### src/pkg/ifsb_cfg.svh
// register map, field masks and reset values of the flag status bank
`ifndef IFSB_CFG_SVH
`define IFSB_CFG_SVH
`define IFSB_IDX_FLAG0  4'h0
`define IFSB_IDX_FLAG1  4'h1
`define IFSB_IDX_FLAG2  4'h2
`define IFSB_IDX_FLAG3  4'h3
`define IFSB_IDX_FLAG4  4'h4
`define IFSB_IDX_ENA0   4'h5
`define IFSB_IDX_ENA4   4'h9
`define IFSB_IDX_IST    4'ha
`define IFSB_IDX_IMSK   4'hb
`define IFSB_ENA_BASE   4'h5
`define IFSB_FLAG_RST   16'h0000
`define IFSB_IRQ_RST    5'h00
`define IFSB_IMPL0      16'h0007
`define IFSB_IMPL1      16'hffdf
`define IFSB_IMPL2      16'h601f
`define IFSB_IMPL3      16'he600
`define IFSB_IMPL4      16'hce7e
`define IFSB_CAN2       16'h000c
`define IFSB_CAN4       16'h0040
`define IFSB_DAC4       16'hc000
`endif

### src/pkg/ifsb_pkg.sv
// types and shared helpers of the flag status bank
package ifsb_pkg;
  typedef enum logic [1:0] {
    IFSB_ST_IDLE = 2'b01,
    IFSB_ST_ACK  = 2'b10
  } ifsb_bus_st_t;

  typedef logic [15:0] ifsb_word_t;

  // expands the two low byte enables into a 16-bit write mask
  function automatic ifsb_word_t ifsb_be_mask(input logic [1:0] be);
    ifsb_be_mask = {{8{be[1]}}, {8{be[0]}}};
  endfunction
endpackage

### src/rtl/ifsb_flag_bank.sv
// one flag register with its companion enable register
`timescale 1ns/1ns
`include "ifsb_cfg.svh"
module ifsb_flag_bank
  import ifsb_pkg::*;
#(
  parameter ifsb_word_t IMPL = 16'hffff
) (
  input  wire logic       clk_sys,
  input  wire logic       rstn,
  input  wire ifsb_word_t src_evt,
  input  wire logic       wr_flag,
  input  wire logic       wr_enable,
  input  wire ifsb_word_t wr_data,
  input  wire logic [1:0] wr_be,
  output ifsb_word_t      flag_q,
  output ifsb_word_t      enable_q,
  output ifsb_word_t      pend_q,
  output logic            new_req
);
  ifsb_word_t flag_reg, flag_next;
  ifsb_word_t enable_reg, enable_next;
  ifsb_word_t pend_reg;
  ifsb_word_t wmask;

  always_comb begin
    wmask     = ifsb_be_mask(wr_be);
    flag_next = flag_reg;
    if (wr_flag) begin
      flag_next = (flag_reg & ~wmask) | (wr_data & wmask);
    end
    flag_next   = (flag_next | src_evt) & IMPL;
    enable_next = enable_reg;
    if (wr_enable) begin
      enable_next = ((enable_reg & ~wmask) | (wr_data & wmask)) & IMPL;
    end
  end

  always_ff @(posedge clk_sys or negedge rstn) begin
    if (!rstn) begin
      flag_reg <= `IFSB_FLAG_RST;
    end else begin
      flag_reg <= flag_next;
    end
  end

  always_ff @(posedge clk_sys or negedge rstn) begin
    if (!rstn) begin
      enable_reg <= `IFSB_FLAG_RST;
    end else begin
      enable_reg <= enable_next;
    end
  end

  // request proceeds only where its enable is set
  always_ff @(posedge clk_sys or negedge rstn) begin
    if (!rstn) begin
      pend_reg <= `IFSB_FLAG_RST;
    end else begin
      pend_reg <= flag_reg & enable_reg;
    end
  end

  assign new_req  = |(src_evt & IMPL & enable_reg);
  assign flag_q   = flag_reg;
  assign enable_q = enable_reg;
  assign pend_q   = pend_reg;

  AST_FLAG_SETS: assert property (@(posedge clk_sys) disable iff (!rstn)
    (|(src_evt & IMPL)) |=> ((flag_q & $past(src_evt) & IMPL) == ($past(src_evt) & IMPL)))
    else $error("source event did not set its flag");
  AST_UNIMPL_ZERO: assert property (@(posedge clk_sys) disable iff (!rstn)
    ((flag_q & ~IMPL) == 16'h0000) && ((enable_q & ~IMPL) == 16'h0000))
    else $error("unimplemented flag bit is set");
  AST_PEND_FOLLOWS: assert property (@(posedge clk_sys) disable iff (!rstn)
    ##1 (pend_q == ($past(flag_q) & $past(enable_q))))
    else $error("pending request does not match flag and enable");
endmodule

### src/rtl/ifsb_top.sv
// interrupt flag status bank with avalon-mm register access
`timescale 1ns/1ns
`include "ifsb_cfg.svh"
module ifsb_top
  import ifsb_pkg::*;
#(
  parameter bit HAS_CAN = 1'b1,
  parameter bit HAS_DAC = 1'b1
) (
  input  wire logic        clk_sys,
  input  wire logic        rstn,
  input  wire logic [5:0]  avs_address,
  input  wire logic        avs_read,
  input  wire logic        avs_write,
  input  wire logic [31:0] avs_writedata,
  input  wire logic [3:0]  avs_byteenable,
  output logic [31:0]      avs_readdata,
  output logic             avs_waitrequest,
  output logic             irq,
  output ifsb_word_t       req_pend_0,
  output ifsb_word_t       req_pend_1,
  output ifsb_word_t       req_pend_2,
  output ifsb_word_t       req_pend_3,
  output ifsb_word_t       req_pend_4,
  input  wire logic        out_compare_one_flag_set,
  input  wire logic        in_capture_one_flag_set,
  input  wire logic        ext_pin_zero_flag_set,
  input  wire logic        uart_two_tx_flag_set,
  input  wire logic        uart_two_rx_flag_set,
  input  wire logic        ext_pin_two_flag_set,
  input  wire logic        timer_five_flag_set,
  input  wire logic        timer_four_flag_set,
  input  wire logic        out_compare_four_flag_set,
  input  wire logic        out_compare_three_flag_set,
  input  wire logic        dma_ch_two_done_flag_set,
  input  wire logic        in_capture_eight_flag_set,
  input  wire logic        in_capture_seven_flag_set,
  input  wire logic        ext_pin_one_flag_set,
  input  wire logic        change_notify_flag_set,
  input  wire logic        comparator_flag_set,
  input  wire logic        i2c_master_event_flag_set,
  input  wire logic        i2c_slave_event_flag_set,
  input  wire logic        dma_ch_four_done_flag_set,
  input  wire logic        parallel_port_flag_set,
  input  wire logic        dma_ch_three_done_flag_set,
  input  wire logic        can_event_flag_set,
  input  wire logic        can_rx_ready_flag_set,
  input  wire logic        spi_two_event_flag_set,
  input  wire logic        spi_two_error_flag_set,
  input  wire logic        pwm_one_fault_flag_set,
  input  wire logic        calendar_clock_flag_set,
  input  wire logic        dma_ch_five_done_flag_set,
  input  wire logic        encoder_one_event_flag_set,
  input  wire logic        pwm_one_event_flag_set,
  input  wire logic        audio_left_flag_set,
  input  wire logic        audio_right_flag_set,
  input  wire logic        encoder_two_event_flag_set,
  input  wire logic        pwm_two_fault_flag_set,
  input  wire logic        pwm_two_event_flag_set,
  input  wire logic        can_tx_request_flag_set,
  input  wire logic        dma_ch_seven_done_flag_set,
  input  wire logic        dma_ch_six_done_flag_set,
  input  wire logic        checksum_gen_flag_set,
  input  wire logic        uart_two_error_flag_set,
  input  wire logic        uart_one_error_flag_set
);
  // variant pruning of the implemented bit masks
  localparam ifsb_word_t CAN_OFF2 = HAS_CAN ? `IFSB_FLAG_RST : `IFSB_CAN2;
  localparam ifsb_word_t CAN_OFF4 = HAS_CAN ? `IFSB_FLAG_RST : `IFSB_CAN4;
  localparam ifsb_word_t DAC_OFF4 = HAS_DAC ? `IFSB_FLAG_RST : `IFSB_DAC4;
  localparam ifsb_word_t IMPL_TAB [5] = '{
    `IFSB_IMPL0,
    `IFSB_IMPL1,
    `IFSB_IMPL2 & ~CAN_OFF2,
    `IFSB_IMPL3,
    `IFSB_IMPL4 & ~CAN_OFF4 & ~DAC_OFF4
  };

  function automatic logic [3:0] ifsb_sel(input logic [5:0] addr);
    ifsb_sel = addr[5:2];
  endfunction

  ifsb_bus_st_t st_reg;
  ifsb_word_t   evt      [5];
  ifsb_word_t   flag_w   [5];
  ifsb_word_t   enable_w [5];
  ifsb_word_t   pend_w   [5];
  logic [4:0]   new_req;
  logic [4:0]   wr_flag;
  logic [4:0]   wr_enable;
  logic [4:0]   ist_reg, ist_next;
  logic [4:0]   imsk_reg;
  logic [31:0]  rdata_reg;
  logic         irq_reg;
  logic         req_any;
  logic         wr_fire;
  logic         rd_fire;
  logic [3:0]   sel;
  logic [3:0]   wsel;
  logic [4:0]   rd_ist;
  logic [4:0]   wr_low;

  // event vectors in register bit order
  assign evt[0] = {13'h0000, out_compare_one_flag_set, in_capture_one_flag_set,
                   ext_pin_zero_flag_set};
  assign evt[1] = {uart_two_tx_flag_set, uart_two_rx_flag_set, ext_pin_two_flag_set,
                   timer_five_flag_set, timer_four_flag_set, out_compare_four_flag_set,
                   out_compare_three_flag_set, dma_ch_two_done_flag_set,
                   in_capture_eight_flag_set, in_capture_seven_flag_set, 1'b0,
                   ext_pin_one_flag_set, change_notify_flag_set, comparator_flag_set,
                   i2c_master_event_flag_set, i2c_slave_event_flag_set};
  assign evt[2] = {1'b0, dma_ch_four_done_flag_set, parallel_port_flag_set, 8'h00,
                   dma_ch_three_done_flag_set, can_event_flag_set,
                   can_rx_ready_flag_set, spi_two_event_flag_set,
                   spi_two_error_flag_set};
  assign evt[3] = {pwm_one_fault_flag_set, calendar_clock_flag_set,
                   dma_ch_five_done_flag_set, 2'b00, encoder_one_event_flag_set,
                   pwm_one_event_flag_set, 9'h000};
  assign evt[4] = {audio_left_flag_set, audio_right_flag_set, 2'b00,
                   encoder_two_event_flag_set, pwm_two_fault_flag_set,
                   pwm_two_event_flag_set, 2'b00, can_tx_request_flag_set,
                   dma_ch_seven_done_flag_set, dma_ch_six_done_flag_set,
                   checksum_gen_flag_set, uart_two_error_flag_set,
                   uart_one_error_flag_set, 1'b0};

  // bus handshake: one wait state, effects at the accepting edge
  assign req_any         = avs_read | avs_write;
  assign avs_waitrequest = req_any & (st_reg != IFSB_ST_ACK);
  assign wr_fire         = avs_write & (st_reg == IFSB_ST_ACK);
  assign rd_fire         = avs_read & (st_reg == IFSB_ST_ACK);
  assign sel             = ifsb_sel(avs_address);

  always_ff @(posedge clk_sys or negedge rstn) begin
    if (!rstn) begin
      st_reg <= IFSB_ST_IDLE;
    end else begin
      case (st_reg)
        IFSB_ST_IDLE: begin
          if (req_any) begin
            st_reg <= IFSB_ST_ACK;
          end
        end
        IFSB_ST_ACK: begin
          st_reg <= IFSB_ST_IDLE;
        end
        default: begin
          st_reg <= IFSB_ST_IDLE;
        end
      endcase
    end
  end

  // write strobes per bank
  always_comb begin
    wsel = sel - `IFSB_ENA_BASE;
    for (int i = 0; i < 5; i++) begin
      wr_flag[i]   = wr_fire && (sel == 4'(i));
      wr_enable[i] = wr_fire && (sel >= `IFSB_IDX_ENA0) && (sel <= `IFSB_IDX_ENA4)
                     && (wsel == 4'(i));
    end
  end

  for (genvar g = 0; g < 5; g++) begin : gen_bank
    ifsb_flag_bank #(
      .IMPL (IMPL_TAB[g])
    ) u_bank (
      .clk_sys   (clk_sys),
      .rstn      (rstn),
      .src_evt   (evt[g]),
      .wr_flag   (wr_flag[g]),
      .wr_enable (wr_enable[g]),
      .wr_data   (avs_writedata[15:0]),
      .wr_be     (avs_byteenable[1:0]),
      .flag_q    (flag_w[g]),
      .enable_q  (enable_w[g]),
      .pend_q    (pend_w[g]),
      .new_req   (new_req[g])
    );
  end

  // read data captured on the first cycle so it stands at the accepting edge
  always_ff @(posedge clk_sys or negedge rstn) begin
    if (!rstn) begin
      rdata_reg <= 32'h0000_0000;
    end else if (avs_read && st_reg == IFSB_ST_IDLE) begin
      if (sel <= `IFSB_IDX_FLAG4) begin
        rdata_reg <= {16'h0000, flag_w[sel[2:0]]};
      end else if (sel <= `IFSB_IDX_ENA4) begin
        rdata_reg <= {16'h0000, enable_w[wsel[2:0]]};
      end else if (sel == `IFSB_IDX_IST) begin
        rdata_reg <= {27'h0000000, ist_reg};
      end else if (sel == `IFSB_IDX_IMSK) begin
        rdata_reg <= {27'h0000000, imsk_reg};
      end else begin
        rdata_reg <= 32'h0000_0000;
      end
    end
  end
  assign avs_readdata = rdata_reg;

  // sticky per-bank status; a read clears only what it returned, new events win
  always_comb begin
    ist_next = ist_reg;
    if (rd_fire && sel == `IFSB_IDX_IST) begin
      ist_next = ist_reg & ~rdata_reg[4:0];
    end
    ist_next = ist_next | new_req;
  end

  always_ff @(posedge clk_sys or negedge rstn) begin
    if (!rstn) begin
      ist_reg <= `IFSB_IRQ_RST;
    end else begin
      ist_reg <= ist_next;
    end
  end

  always_ff @(posedge clk_sys or negedge rstn) begin
    if (!rstn) begin
      imsk_reg <= `IFSB_IRQ_RST;
    end else if (wr_fire && sel == `IFSB_IDX_IMSK && avs_byteenable[0]) begin
      imsk_reg <= avs_writedata[4:0];
    end
  end

  always_ff @(posedge clk_sys or negedge rstn) begin
    if (!rstn) begin
      irq_reg <= 1'b0;
    end else begin
      irq_reg <= |(ist_reg & imsk_reg);
    end
  end
  assign irq = irq_reg;

  assign req_pend_0 = pend_w[0];
  assign req_pend_1 = pend_w[1];
  assign req_pend_2 = pend_w[2];
  assign req_pend_3 = pend_w[3];
  assign req_pend_4 = pend_w[4];

  AST_ONE_WAIT: assert property (@(posedge clk_sys) disable iff (!rstn)
    (req_any && st_reg == IFSB_ST_IDLE) |-> avs_waitrequest ##1 !avs_waitrequest)
    else $error("bus answer not after exactly one wait state");
  AST_WR_ZERO_CLEARS: assert property (@(posedge clk_sys) disable iff (!rstn)
    (wr_fire && sel == `IFSB_IDX_FLAG0 && avs_byteenable[0] && !avs_writedata[1]
     && !in_capture_one_flag_set) |=> !flag_w[0][1])
    else $error("write of zero did not clear flag");
  AST_WR_ONE_SETS: assert property (@(posedge clk_sys) disable iff (!rstn)
    (wr_fire && sel == `IFSB_IDX_FLAG1 && avs_byteenable[1] && avs_writedata[15])
    |=> flag_w[1][15])
    else $error("write of one did not set flag");
  AST_CAN_OFF: assert property (@(posedge clk_sys) disable iff (!rstn)
    !HAS_CAN |-> (flag_w[2][3:2] == 2'b00 && !flag_w[4][6]))
    else $error("can flag set on variant without can");
  AST_DAC_OFF: assert property (@(posedge clk_sys) disable iff (!rstn)
    !HAS_DAC |-> (flag_w[4][15:14] == 2'b00))
    else $error("dac flag set on variant without dac");
  AST_RSV_READ_ZERO: assert property (@(posedge clk_sys) disable iff (!rstn)
    (rd_fire && sel == `IFSB_IDX_FLAG1) |-> (avs_readdata[31:16] == 16'h0000 && !avs_readdata[5]))
    else $error("unimplemented bits read nonzero");
  AST_IRQ_LEVEL: assert property (@(posedge clk_sys) disable iff (!rstn)
    (|(ist_reg & imsk_reg)) |=> irq)
    else $error("unmasked status without interrupt");
  AST_EVT_PEND: assert property (@(posedge clk_sys) disable iff (!rstn)
    (timer_five_flag_set && enable_w[1][12]) |-> ##2 req_pend_1[12])
    else $error("enabled request did not become pending");

  // views of bus fields, read by the status and mask checks
  assign rd_ist = rdata_reg[4:0];
  assign wr_low = avs_writedata[4:0];

  AST_IDLE_NO_WAIT: assert property (@(posedge clk_sys) disable iff (!rstn)
    !req_any |-> !avs_waitrequest)
    else $error("waitrequest high without a request");
  AST_IRQ_QUIET: assert property (@(posedge clk_sys) disable iff (!rstn)
    !(|(ist_reg & imsk_reg)) |=> !irq)
    else $error("interrupt without unmasked status");
  AST_IST_SETS: assert property (@(posedge clk_sys) disable iff (!rstn)
    (|new_req) |=> ((ist_reg & $past(new_req)) == $past(new_req)))
    else $error("enabled event did not set its status bit");
  AST_IST_CLEARS: assert property (@(posedge clk_sys) disable iff (!rstn)
    (rd_fire && sel == `IFSB_IDX_IST && new_req == 5'h00)
    |=> ((ist_reg & $past(rd_ist)) == 5'h00))
    else $error("status read did not clear the returned bits");
  AST_MASK_WRITE: assert property (@(posedge clk_sys) disable iff (!rstn)
    (wr_fire && sel == `IFSB_IDX_IMSK && avs_byteenable[0])
    |=> (imsk_reg == $past(wr_low)))
    else $error("mask write did not land");
  AST_UNMAPPED_ZERO: assert property (@(posedge clk_sys) disable iff (!rstn)
    (rd_fire && sel > `IFSB_IDX_IMSK) |-> (avs_readdata == 32'h0000_0000))
    else $error("unmapped place read nonzero");

  AST_UPPER_ZERO: assert property (@(posedge clk_sys) disable iff (!rstn)
    (rd_fire && sel <= `IFSB_IDX_IMSK) |-> (avs_readdata[31:16] == 16'h0000))
    else $error("upper half of a register read nonzero");
  AST_RSV0_ZERO: assert property (@(posedge clk_sys) disable iff (!rstn)
    (rd_fire && sel == `IFSB_IDX_FLAG0) |-> ((avs_readdata[15:0] & ~`IFSB_IMPL0) == 16'h0000))
    else $error("unimplemented bit of first flag register read nonzero");
  AST_RSV2_ZERO: assert property (@(posedge clk_sys) disable iff (!rstn)
    (rd_fire && sel == `IFSB_IDX_FLAG2) |-> ((avs_readdata[15:0] & ~`IFSB_IMPL2) == 16'h0000))
    else $error("unimplemented bit of third flag register read nonzero");
  AST_RSV3_ZERO: assert property (@(posedge clk_sys) disable iff (!rstn)
    (rd_fire && sel == `IFSB_IDX_FLAG3) |-> ((avs_readdata[15:0] & ~`IFSB_IMPL3) == 16'h0000))
    else $error("unimplemented bit of fourth flag register read nonzero");
  AST_RSV4_ZERO: assert property (@(posedge clk_sys) disable iff (!rstn)
    (rd_fire && sel == `IFSB_IDX_FLAG4) |-> ((avs_readdata[15:0] & ~`IFSB_IMPL4) == 16'h0000))
    else $error("unimplemented bit of fifth flag register read nonzero");

  AST_MAP_EXT0: assert property (@(posedge clk_sys) disable iff (!rstn)
    ext_pin_zero_flag_set |=> flag_w[0][0])
    else $error("external pin 0 event not at its flag");
  AST_MAP_UART_TX: assert property (@(posedge clk_sys) disable iff (!rstn)
    uart_two_tx_flag_set |=> flag_w[1][15])
    else $error("uart 2 transmit event not at its flag");
  AST_MAP_I2C_SLAVE: assert property (@(posedge clk_sys) disable iff (!rstn)
    i2c_slave_event_flag_set |=> flag_w[1][0])
    else $error("i2c slave event not at its flag");
  AST_MAP_SPI_ERR: assert property (@(posedge clk_sys) disable iff (!rstn)
    spi_two_error_flag_set |=> flag_w[2][0])
    else $error("spi 2 error event not at its flag");
  AST_MAP_FAULT1: assert property (@(posedge clk_sys) disable iff (!rstn)
    pwm_one_fault_flag_set |=> flag_w[3][15])
    else $error("pwm 1 fault event not at its flag");
  AST_MAP_ENC2: assert property (@(posedge clk_sys) disable iff (!rstn)
    encoder_two_event_flag_set |=> flag_w[4][11])
    else $error("encoder 2 event not at its flag");
  AST_MAP_UART1_ERR: assert property (@(posedge clk_sys) disable iff (!rstn)
    uart_one_error_flag_set |=> flag_w[4][1])
    else $error("uart 1 error event not at its flag");

  AST_PEND_NEEDS_ENABLE: assert property (@(posedge clk_sys) disable iff (!rstn)
    (enable_w[3] == 16'h0000) |=> (req_pend_3 == 16'h0000))
    else $error("request pending without its enable");
endmodule

### config.mk
export PLATFORM = sky130hd
export DESIGN_NAME = ifsb_top
export DESIGN_NICKNAME = d
export VERILOG_FILES = /design/src/pkg/ifsb_pkg.sv /design/src/rtl/ifsb_flag_bank.sv /design/src/rtl/ifsb_top.sv
export VERILOG_INCLUDE_DIRS = /design/src /design/src/pkg
export SDC_FILE = /design/constraint.sdc
export NUM_CORES = 1
export LEC_CHECK = 0
export ABC_AREA = 1
export BUFFER_PORTS_ARGS = -buffer_cell sky130_fd_sc_hd__buf_2
export CAP_MARGIN = 40
export CORE_MARGIN = 5
export CORE_UTILIZATION = 30
export CTS_CLUSTER_DIAMETER = 60
export DETAILED_ROUTE_END_ITERATION = 16
export PLACE_DENSITY = 0.51
export SETUP_SLACK_MARGIN = 0.2
export SKIP_CTS_REPAIR_TIMING = 1
export SLEW_MARGIN = 10
export SYNTH_ARGS = -nofsm -noshare
export SYNTH_HDL_FRONTEND = slang
export SYNTH_SLANG_ARGS = --single-unit
### constraint.sdc
create_clock -name clk_sys -period 2.1 [get_ports clk_sys]
set_input_delay 0.315 -clock clk_sys [delete_from_list [all_inputs] [get_ports clk_sys]]
set_output_delay 0.315 -clock clk_sys [all_outputs]
set_load 0.005 [all_outputs]
* Word level (Yosys, flattened, before mapping)
Index checks and enable logic that the tools add are counted.
** Word-level totals
- Bits of input ports :: 87
- Output and inout bits :: 114
- Flip-flop bits (word level) :: 193
** Operators by class
- Add/subtract/negate cells :: 1
- Reduce and logical (&&, ||, !) cells :: 24
- Muxes and demuxes :: 18
- Eq/ne operators :: 14
- Magnitude comparators :: 5
- Bitwise operators :: 47
** Operators with widths (number)
- $and A16 B16 Y16 :: 13
- $mux W16 :: 9
- $or A16 B16 Y16 :: 9
- $bmux W16 S3 :: 2
- $reduce_or A16 Y1 :: 5
- $and A15 B15 Y15 :: 4
- $or A15 B15 Y15 :: 3
- $eq A4 B2 Y1 const B :: 4
- $logic_and A1 B1 Y1 :: 16
- $not A16 Y16 :: 1
- $mux W15 :: 1
- $mux W5 :: 3
- $and A3 B3 Y3 :: 4
- $and A5 B5 Y5 :: 2
- $or A3 B3 Y3 :: 3
- $eq A4 B1 Y1 const B :: 2
- $eq A4 B3 Y1 const B :: 2
- $eq A4 B4 Y1 const B :: 2
- $ge A4 B4 Y1 const B :: 2
- $logic_not A4 Y1 :: 2
- $not A3 Y4 :: 2
- $not A5 Y5 :: 1
- $or A5 B5 Y5 :: 1
- $reduce_or A5 Y1 :: 1
- 11 further kinds :: 15

* Longest topological paths before layout
- Depth in word-level cells :: 7
- Mapped depth :: 14
- Mapped depth without buffers :: 12

* By module
Synthesis repeated with hierarchy kept, for this count alone.
** Second synthesis, totals
- Cells, all modules :: 1251
- Area total of the unflattened synthesis :: 9181.3 um^2
** Modules (own cells, without submodules)
- ifsb_top :: times used 1, area each 3353.2 um^2, cells an instance 590
- ifsb_flag_bank (gen_bank[1].u_bank) :: times used 1, area each 1803.0 um^2, cells an instance 196
- ifsb_flag_bank (gen_bank[4].u_bank) :: times used 1, area each 1431.4 um^2, cells an instance 153
- ifsb_flag_bank (gen_bank[2].u_bank) :: times used 1, area each 1043.5 um^2, cells an instance 126
- ifsb_flag_bank (gen_bank[3].u_bank) :: times used 1, area each 870.8 um^2, cells an instance 103
- ifsb_flag_bank (gen_bank[0].u_bank) :: times used 1, area each 679.4 um^2, cells an instance 83

* Least setup slack after synthesis
OpenSTA, ideal clock, no wires.
- Path kind :: input port to flip-flop
- Start :: in avs_address[2]
- End :: reg with a tool-made name
- Buffers on the path :: 2
- Arrival time :: 1.860 ns
- Setup time :: 0.117 ns
- Path slack :: 0.123 ns
- Required time :: 1.983 ns
- Stages on the path :: 11
- Cell sequence :: inv_2 -> clkbuf_1 -> ha_1 -> nand2_1 -> nand3_2 -> nand2_1 -> nor2_4 -> buf_6 -> nand3_4 -> nand2_1 -> nand2_1
** RTL lines
- from (decl) :: RTL line ifsb_top.sv:12 : input wire logic [5:0] avs_address,

* Worst setup path in the final report
- Start :: reg st_reg[0]
- End :: reg rdata_reg[14] (netlist: avs_readdata[14])
** Between the ends
- Longest elaborated chain between the ends :: 2
** RTL lines
- from (decl) :: RTL line ifsb_top.sv:83 : ifsb_bus_st_t st_reg;
- from (signal assigned) :: RTL line ifsb_top.sv:135 : st_reg <= IFSB_ST_IDLE;
- from (signal assigned) :: RTL line ifsb_top.sv:140 : st_reg <= IFSB_ST_ACK;
- from (signal assigned) :: RTL line ifsb_top.sv:144 : st_reg <= IFSB_ST_IDLE;
- $eq A2 B1 Y1 :: RTL line ifsb_top.sv:185 : end else if (avs_read && st_reg == IFSB_ST_IDLE) begin
- $logic_and A1 B1 Y1 :: RTL line ifsb_top.sv:185
- to (signal assigned) :: RTL line ifsb_top.sv:187 : rdata_reg <= {16'h0000, flag_w[sel[2:0]]};
- to (signal assigned) :: RTL line ifsb_top.sv:189 : rdata_reg <= {16'h0000, enable_w[wsel[2:0]]};
- to (signal assigned) :: RTL line ifsb_top.sv:191 : rdata_reg <= {27'h0000000, ist_reg};
- to (decl) :: RTL line ifsb_top.sv:93 : logic [31:0] rdata_reg;
Every way passes these cells.
A chain may end at the register's enable or synchronous reset.

==> implementation parameters <==
Parameter                              Value

Status
  Run status ... finished, final reports clean

Pwr
  Part of the total power dissipated in combinational logic ... 0.178
  Clock share of power ... 0.392
  Internal power consumption ... 5.72 mW
  Leakage power ... 5.04 nW
  Psw ... 2.38 mW
  Register share of total power ... 0.430
  Fraction of power spent switching nets ... 0.294
  Ratio of total power to cell area ... 863 nW/µm²
  Max rail drop VDD ... 504 µV

Worst setup path
  Critical Path End ... avs_readdata[14]$_DFFE_PN0P_
  Largest fanout of any net on the critical path ... 14
  Worst Setup SP ... st_reg[0]$_DFFE_PN1P_
  Buffers & Inverters on Critical Path ... 2
  Reg2Reg Launch Point ... st_reg[0]$_DFFE_PN1P_
  Worst reg2reg path endpoint ... avs_readdata[14]$_DFFE_PN0P_
  Type of the worst setup path ... reg -> reg
  CP delay by family, top ... flip-flops
  Launching element type of the critical path ... flop
  Required @ worst endpoint ... 2.39 ns
  Type of destination of the critical path ... flop
  Arrival @ worst endpoint ... 2.05 ns
  Worst-path cell chain ... inv_2 > or2_2 > nor2_4 > inv_1 > a21oi_1 > a21boi_0
  Logic depth of the worst setup path including buffers ... 6
  Slowest library cell on the worst path ... sky130_fd_sc_hd__dfstp_2
  Delay of the slowest cell on the worst path ... 0.52 ns
  Worst reg2reg path depth ... 6
  R2r setup slk ... 0.35 ns

STA
  Relative max-transition margin ... 0.562
  Final Hold Slack ... 0.0845 ns
  Final Skew ... 0.0136 ns
  Setup violations, final ... 0
  Slew at the pin closest to its max-slew limit ... 0.657 ns
  F_max ... 0.571 GHz
  Final Slew Violations ... 0
  Setup TNS Final ... 0 ns
  Setup repair after global routing missed its margin ... false
  Number of failing hold endpoints at the final stage ... 0
  Fin crit share ... 0.834
  Shortest clock period the worst path allows after layout ... 1.75 ns

Global routing
  Met1 Usage GRT ... 0.240
  Gr ovfl total ... 0
  Global-route wire length before repair ... 39.2 mm
  Layer with the highest usage after global routing ... met2
  GR met2 Demand/Resource ... 0.292
  Via count of the first global-routing pass ... 6923
  Maximum number of pins on one net before global-route repair ... 61
  Met3 demand-to-capacity share in global routing ... 0.0420
  Tot GR Track Use ... 0.179
  Initial antenna violation count ... 0

Logic synthesis
  Cell type with the largest total area after synthesis ... sky130_fd_sc_hd__dfrtp_1
  Dominant cell by count in the synthesized netlist ... sky130_fd_sc_hd__nand2_1
  Number of synthesized register bits ... 152
  Commonest cells post-synth ... sky130_fd_sc_hd__nand2_1, sky130_fd_sc_hd__dfrtp_1, sky130_fd_sc_hd__inv_1
  Number of flops mapped to enable cells by yosys ... 0
  Mapped Cells ... 947
  Fraction of registers with async set/reset ... 1.00
  Area share of the leading cell type in the synthesized netlist ... 0.493
  Proportion of synthesized chip area in sequential cells ... 0.496
  Synthesized area per cell ... 8.10 µm²
  Synth area leaders ... sky130_fd_sc_hd__dfrtp_1, sky130_fd_sc_hd__nand2_1, sky130_fd_sc_hd__buf_4, sky130_fd_sc_hd__inv_1, sky130_fd_sc_hd__o21ai_0
  Top FF cell, synth ... sky130_fd_sc_hd__dfrtp_1
  Ys Warns ... 0
  Distinct cells, synth ... 37
  Post-synth design cell area ... 7670 µm²

Floorplan
  I/O pin count ... 201
  Y dimension of the die ... 170 µm
  Area inside the core boundary ... 25200 µm²
  Die width ... 170 µm
  Rows ... 58
  Die area ... 28900 µm²
  Effective utilization at floorplan ... 0.305

Final layout
  Layout cells sized above 1 ... 0.202
  Diodes inserted ... 0
  Layout Area Growth over Synthesis ... 22.3%
  Fin util ... 0.373
  Post-layout net count ... 1205
  Fin area ... 9380 µm²

Placed design
  RD Place Congestion ... 0.959
  Final HPWL DP ... 20.1 mm
  Port Buffer Count ... 125
  Cell area after placement ... 8780 µm²

Clock network
  Insertion delay of the later-clocked pin in the worst-skew pair ... 0.43 ns
  Post-CTS clock slew at the launch and capture registers of the worst setup and hold paths ... 0.06 ns
  TritonCTS clock tree ... done
  Maximum clock insertion buffer count ... 2
  H-Tree Level Count ... 4
  CTS Sinks ... 152
  CTS Root Buffer Type ... sky130_fd_sc_hd__clkbuf_16
  TritonCTS buffer count ... 17

Route
  DR DRC count ... 0
  Initial DRC count ... 497
  Detail Route Antenna Nets ... 0
  First-pass iteration count of the detailed router ... 5
  Routed wirelength normalized by instance count ... 17.7 µm
  Total vias in the final route ... 6914
  Sum of routed wire length over all layers ... 25.8 mm
  Number of vias per cell after detailed routing ... 4.75

Flow run
  Max cap viols ... 0

Hold path
  Tightest Hold Check Type ... in -> reg
-- per-stage QoR --
step	worst slack, ns	std cells	power (mW)
finish	0.349	1456	8.10
global route	0.236	1456	8.49
CTS	0.314	1455	8.18
detailed placement	0.0412	1424	4.99
global placement	0.0841	1424	4.97
floorplan	0.254	1001	4.26
-- cell type report --
class	count	area, µm²
well taps	330	413
multi-input cells	669	3130
repair buffers	173	1060
flip-flops and latches	152	3800
fillers	2659	15800
clock buffers	23	468
clock inverters	8	121
inverters	101	382
-- worst register-to-register path, stage by stage, from the launching register on --
cell	delay (ns)
sky130_fd_sc_hd__dfstp_2	0.52
sky130_fd_sc_hd__inv_2	0.03
sky130_fd_sc_hd__or2_2	0.30
sky130_fd_sc_hd__nor2_4	0.09
sky130_fd_sc_hd__inv_1	0.29
sky130_fd_sc_hd__a21oi_1	0.28
sky130_fd_sc_hd__a21boi_0	0.11
-- power by group through the flow --
| stage | Sequential, mW | Combinational [mW] | Clock (mW) |
|---|---|---|---|
| floorplan | 3.46 | 0.798 | 0 |
| global placement | 3.53 | 1.44 | 0 |
| detailed placement | 3.53 | 1.46 | 0 |
| CTS | 3.48 | 1.46 | 3.24 |
| global route | 3.51 | 1.62 | 3.37 |
| finish | 3.48 | 1.45 | 3.17 |
-- how the worst min path moves through the flow --
stage	endpoint	slack, ns	cells past startpoint	start
3_5_place_dp	gen_bank[1].u_bank.pend_q[12]$_DFF_PN0_	0.36	1	rstn
6_report	gen_bank[2].u_bank.flag_q[0]$_DFF_PN0_	0.08	3	spi_two_error_flag_set
3_3_place_gp	gen_bank[1].u_bank.pend_q[12]$_DFF_PN0_	0.36	1	rstn
5_1_grt	gen_bank[4].u_bank.flag_q[3]$_DFF_PN0_	0.08	3	checksum_gen_flag_set
4_1_cts	gen_bank[1].u_bank.pend_q[12]$_DFF_PN0_	-0.10	1	rstn
2_1_floorplan	asynchronous set/reset pin	0.02	0	rstn
-- metal layers --
| layer | vias to the layer above | routed length (µm) |
|---|---|---|
| li1 | 3299 | - |
| met1 | 3309 | 11100 |
| met2 | 277 | 12400 |
| met3 | 29 | 1800 |
| met4 | 0 | 560 |
| met5 | - | 0 |
-- cells in the final DEF, fill, tap and decap left out, types with 42 or more instances in the layout --
master / count
sky130_fd_sc_hd__nand4_1: 45
sky130_fd_sc_hd__dfrtp_1: 151
sky130_fd_sc_hd__conb_1: 55
sky130_fd_sc_hd__a21oi_1: 51
sky130_fd_sc_hd__nand2_1: 313
sky130_fd_sc_hd__inv_1: 95
sky130_fd_sc_hd__buf_4: 42
sky130_fd_sc_hd__nand3_1: 47
sky130_fd_sc_hd__o21ai_0: 59
sky130_fd_sc_hd__buf_2: 124
-- cells by family (layout without fill, tap and decap cells) --
kind of cell | count (synthesis) | count (layout) | synth area share
xor+xnor | 1 | 1 | 0.00114
fa+ha+maj | 4 | 4 | 0.00653
other cells | 1 | 55 | 0.000489
buf+inv | 180 | 305 | 0.122
simple gates | 469 | 469 | 0.271
compound gates | 140 | 140 | 0.103
flops | 152 | 152 | 0.496
Note: power is estimated with default switching activity, not from simulation.
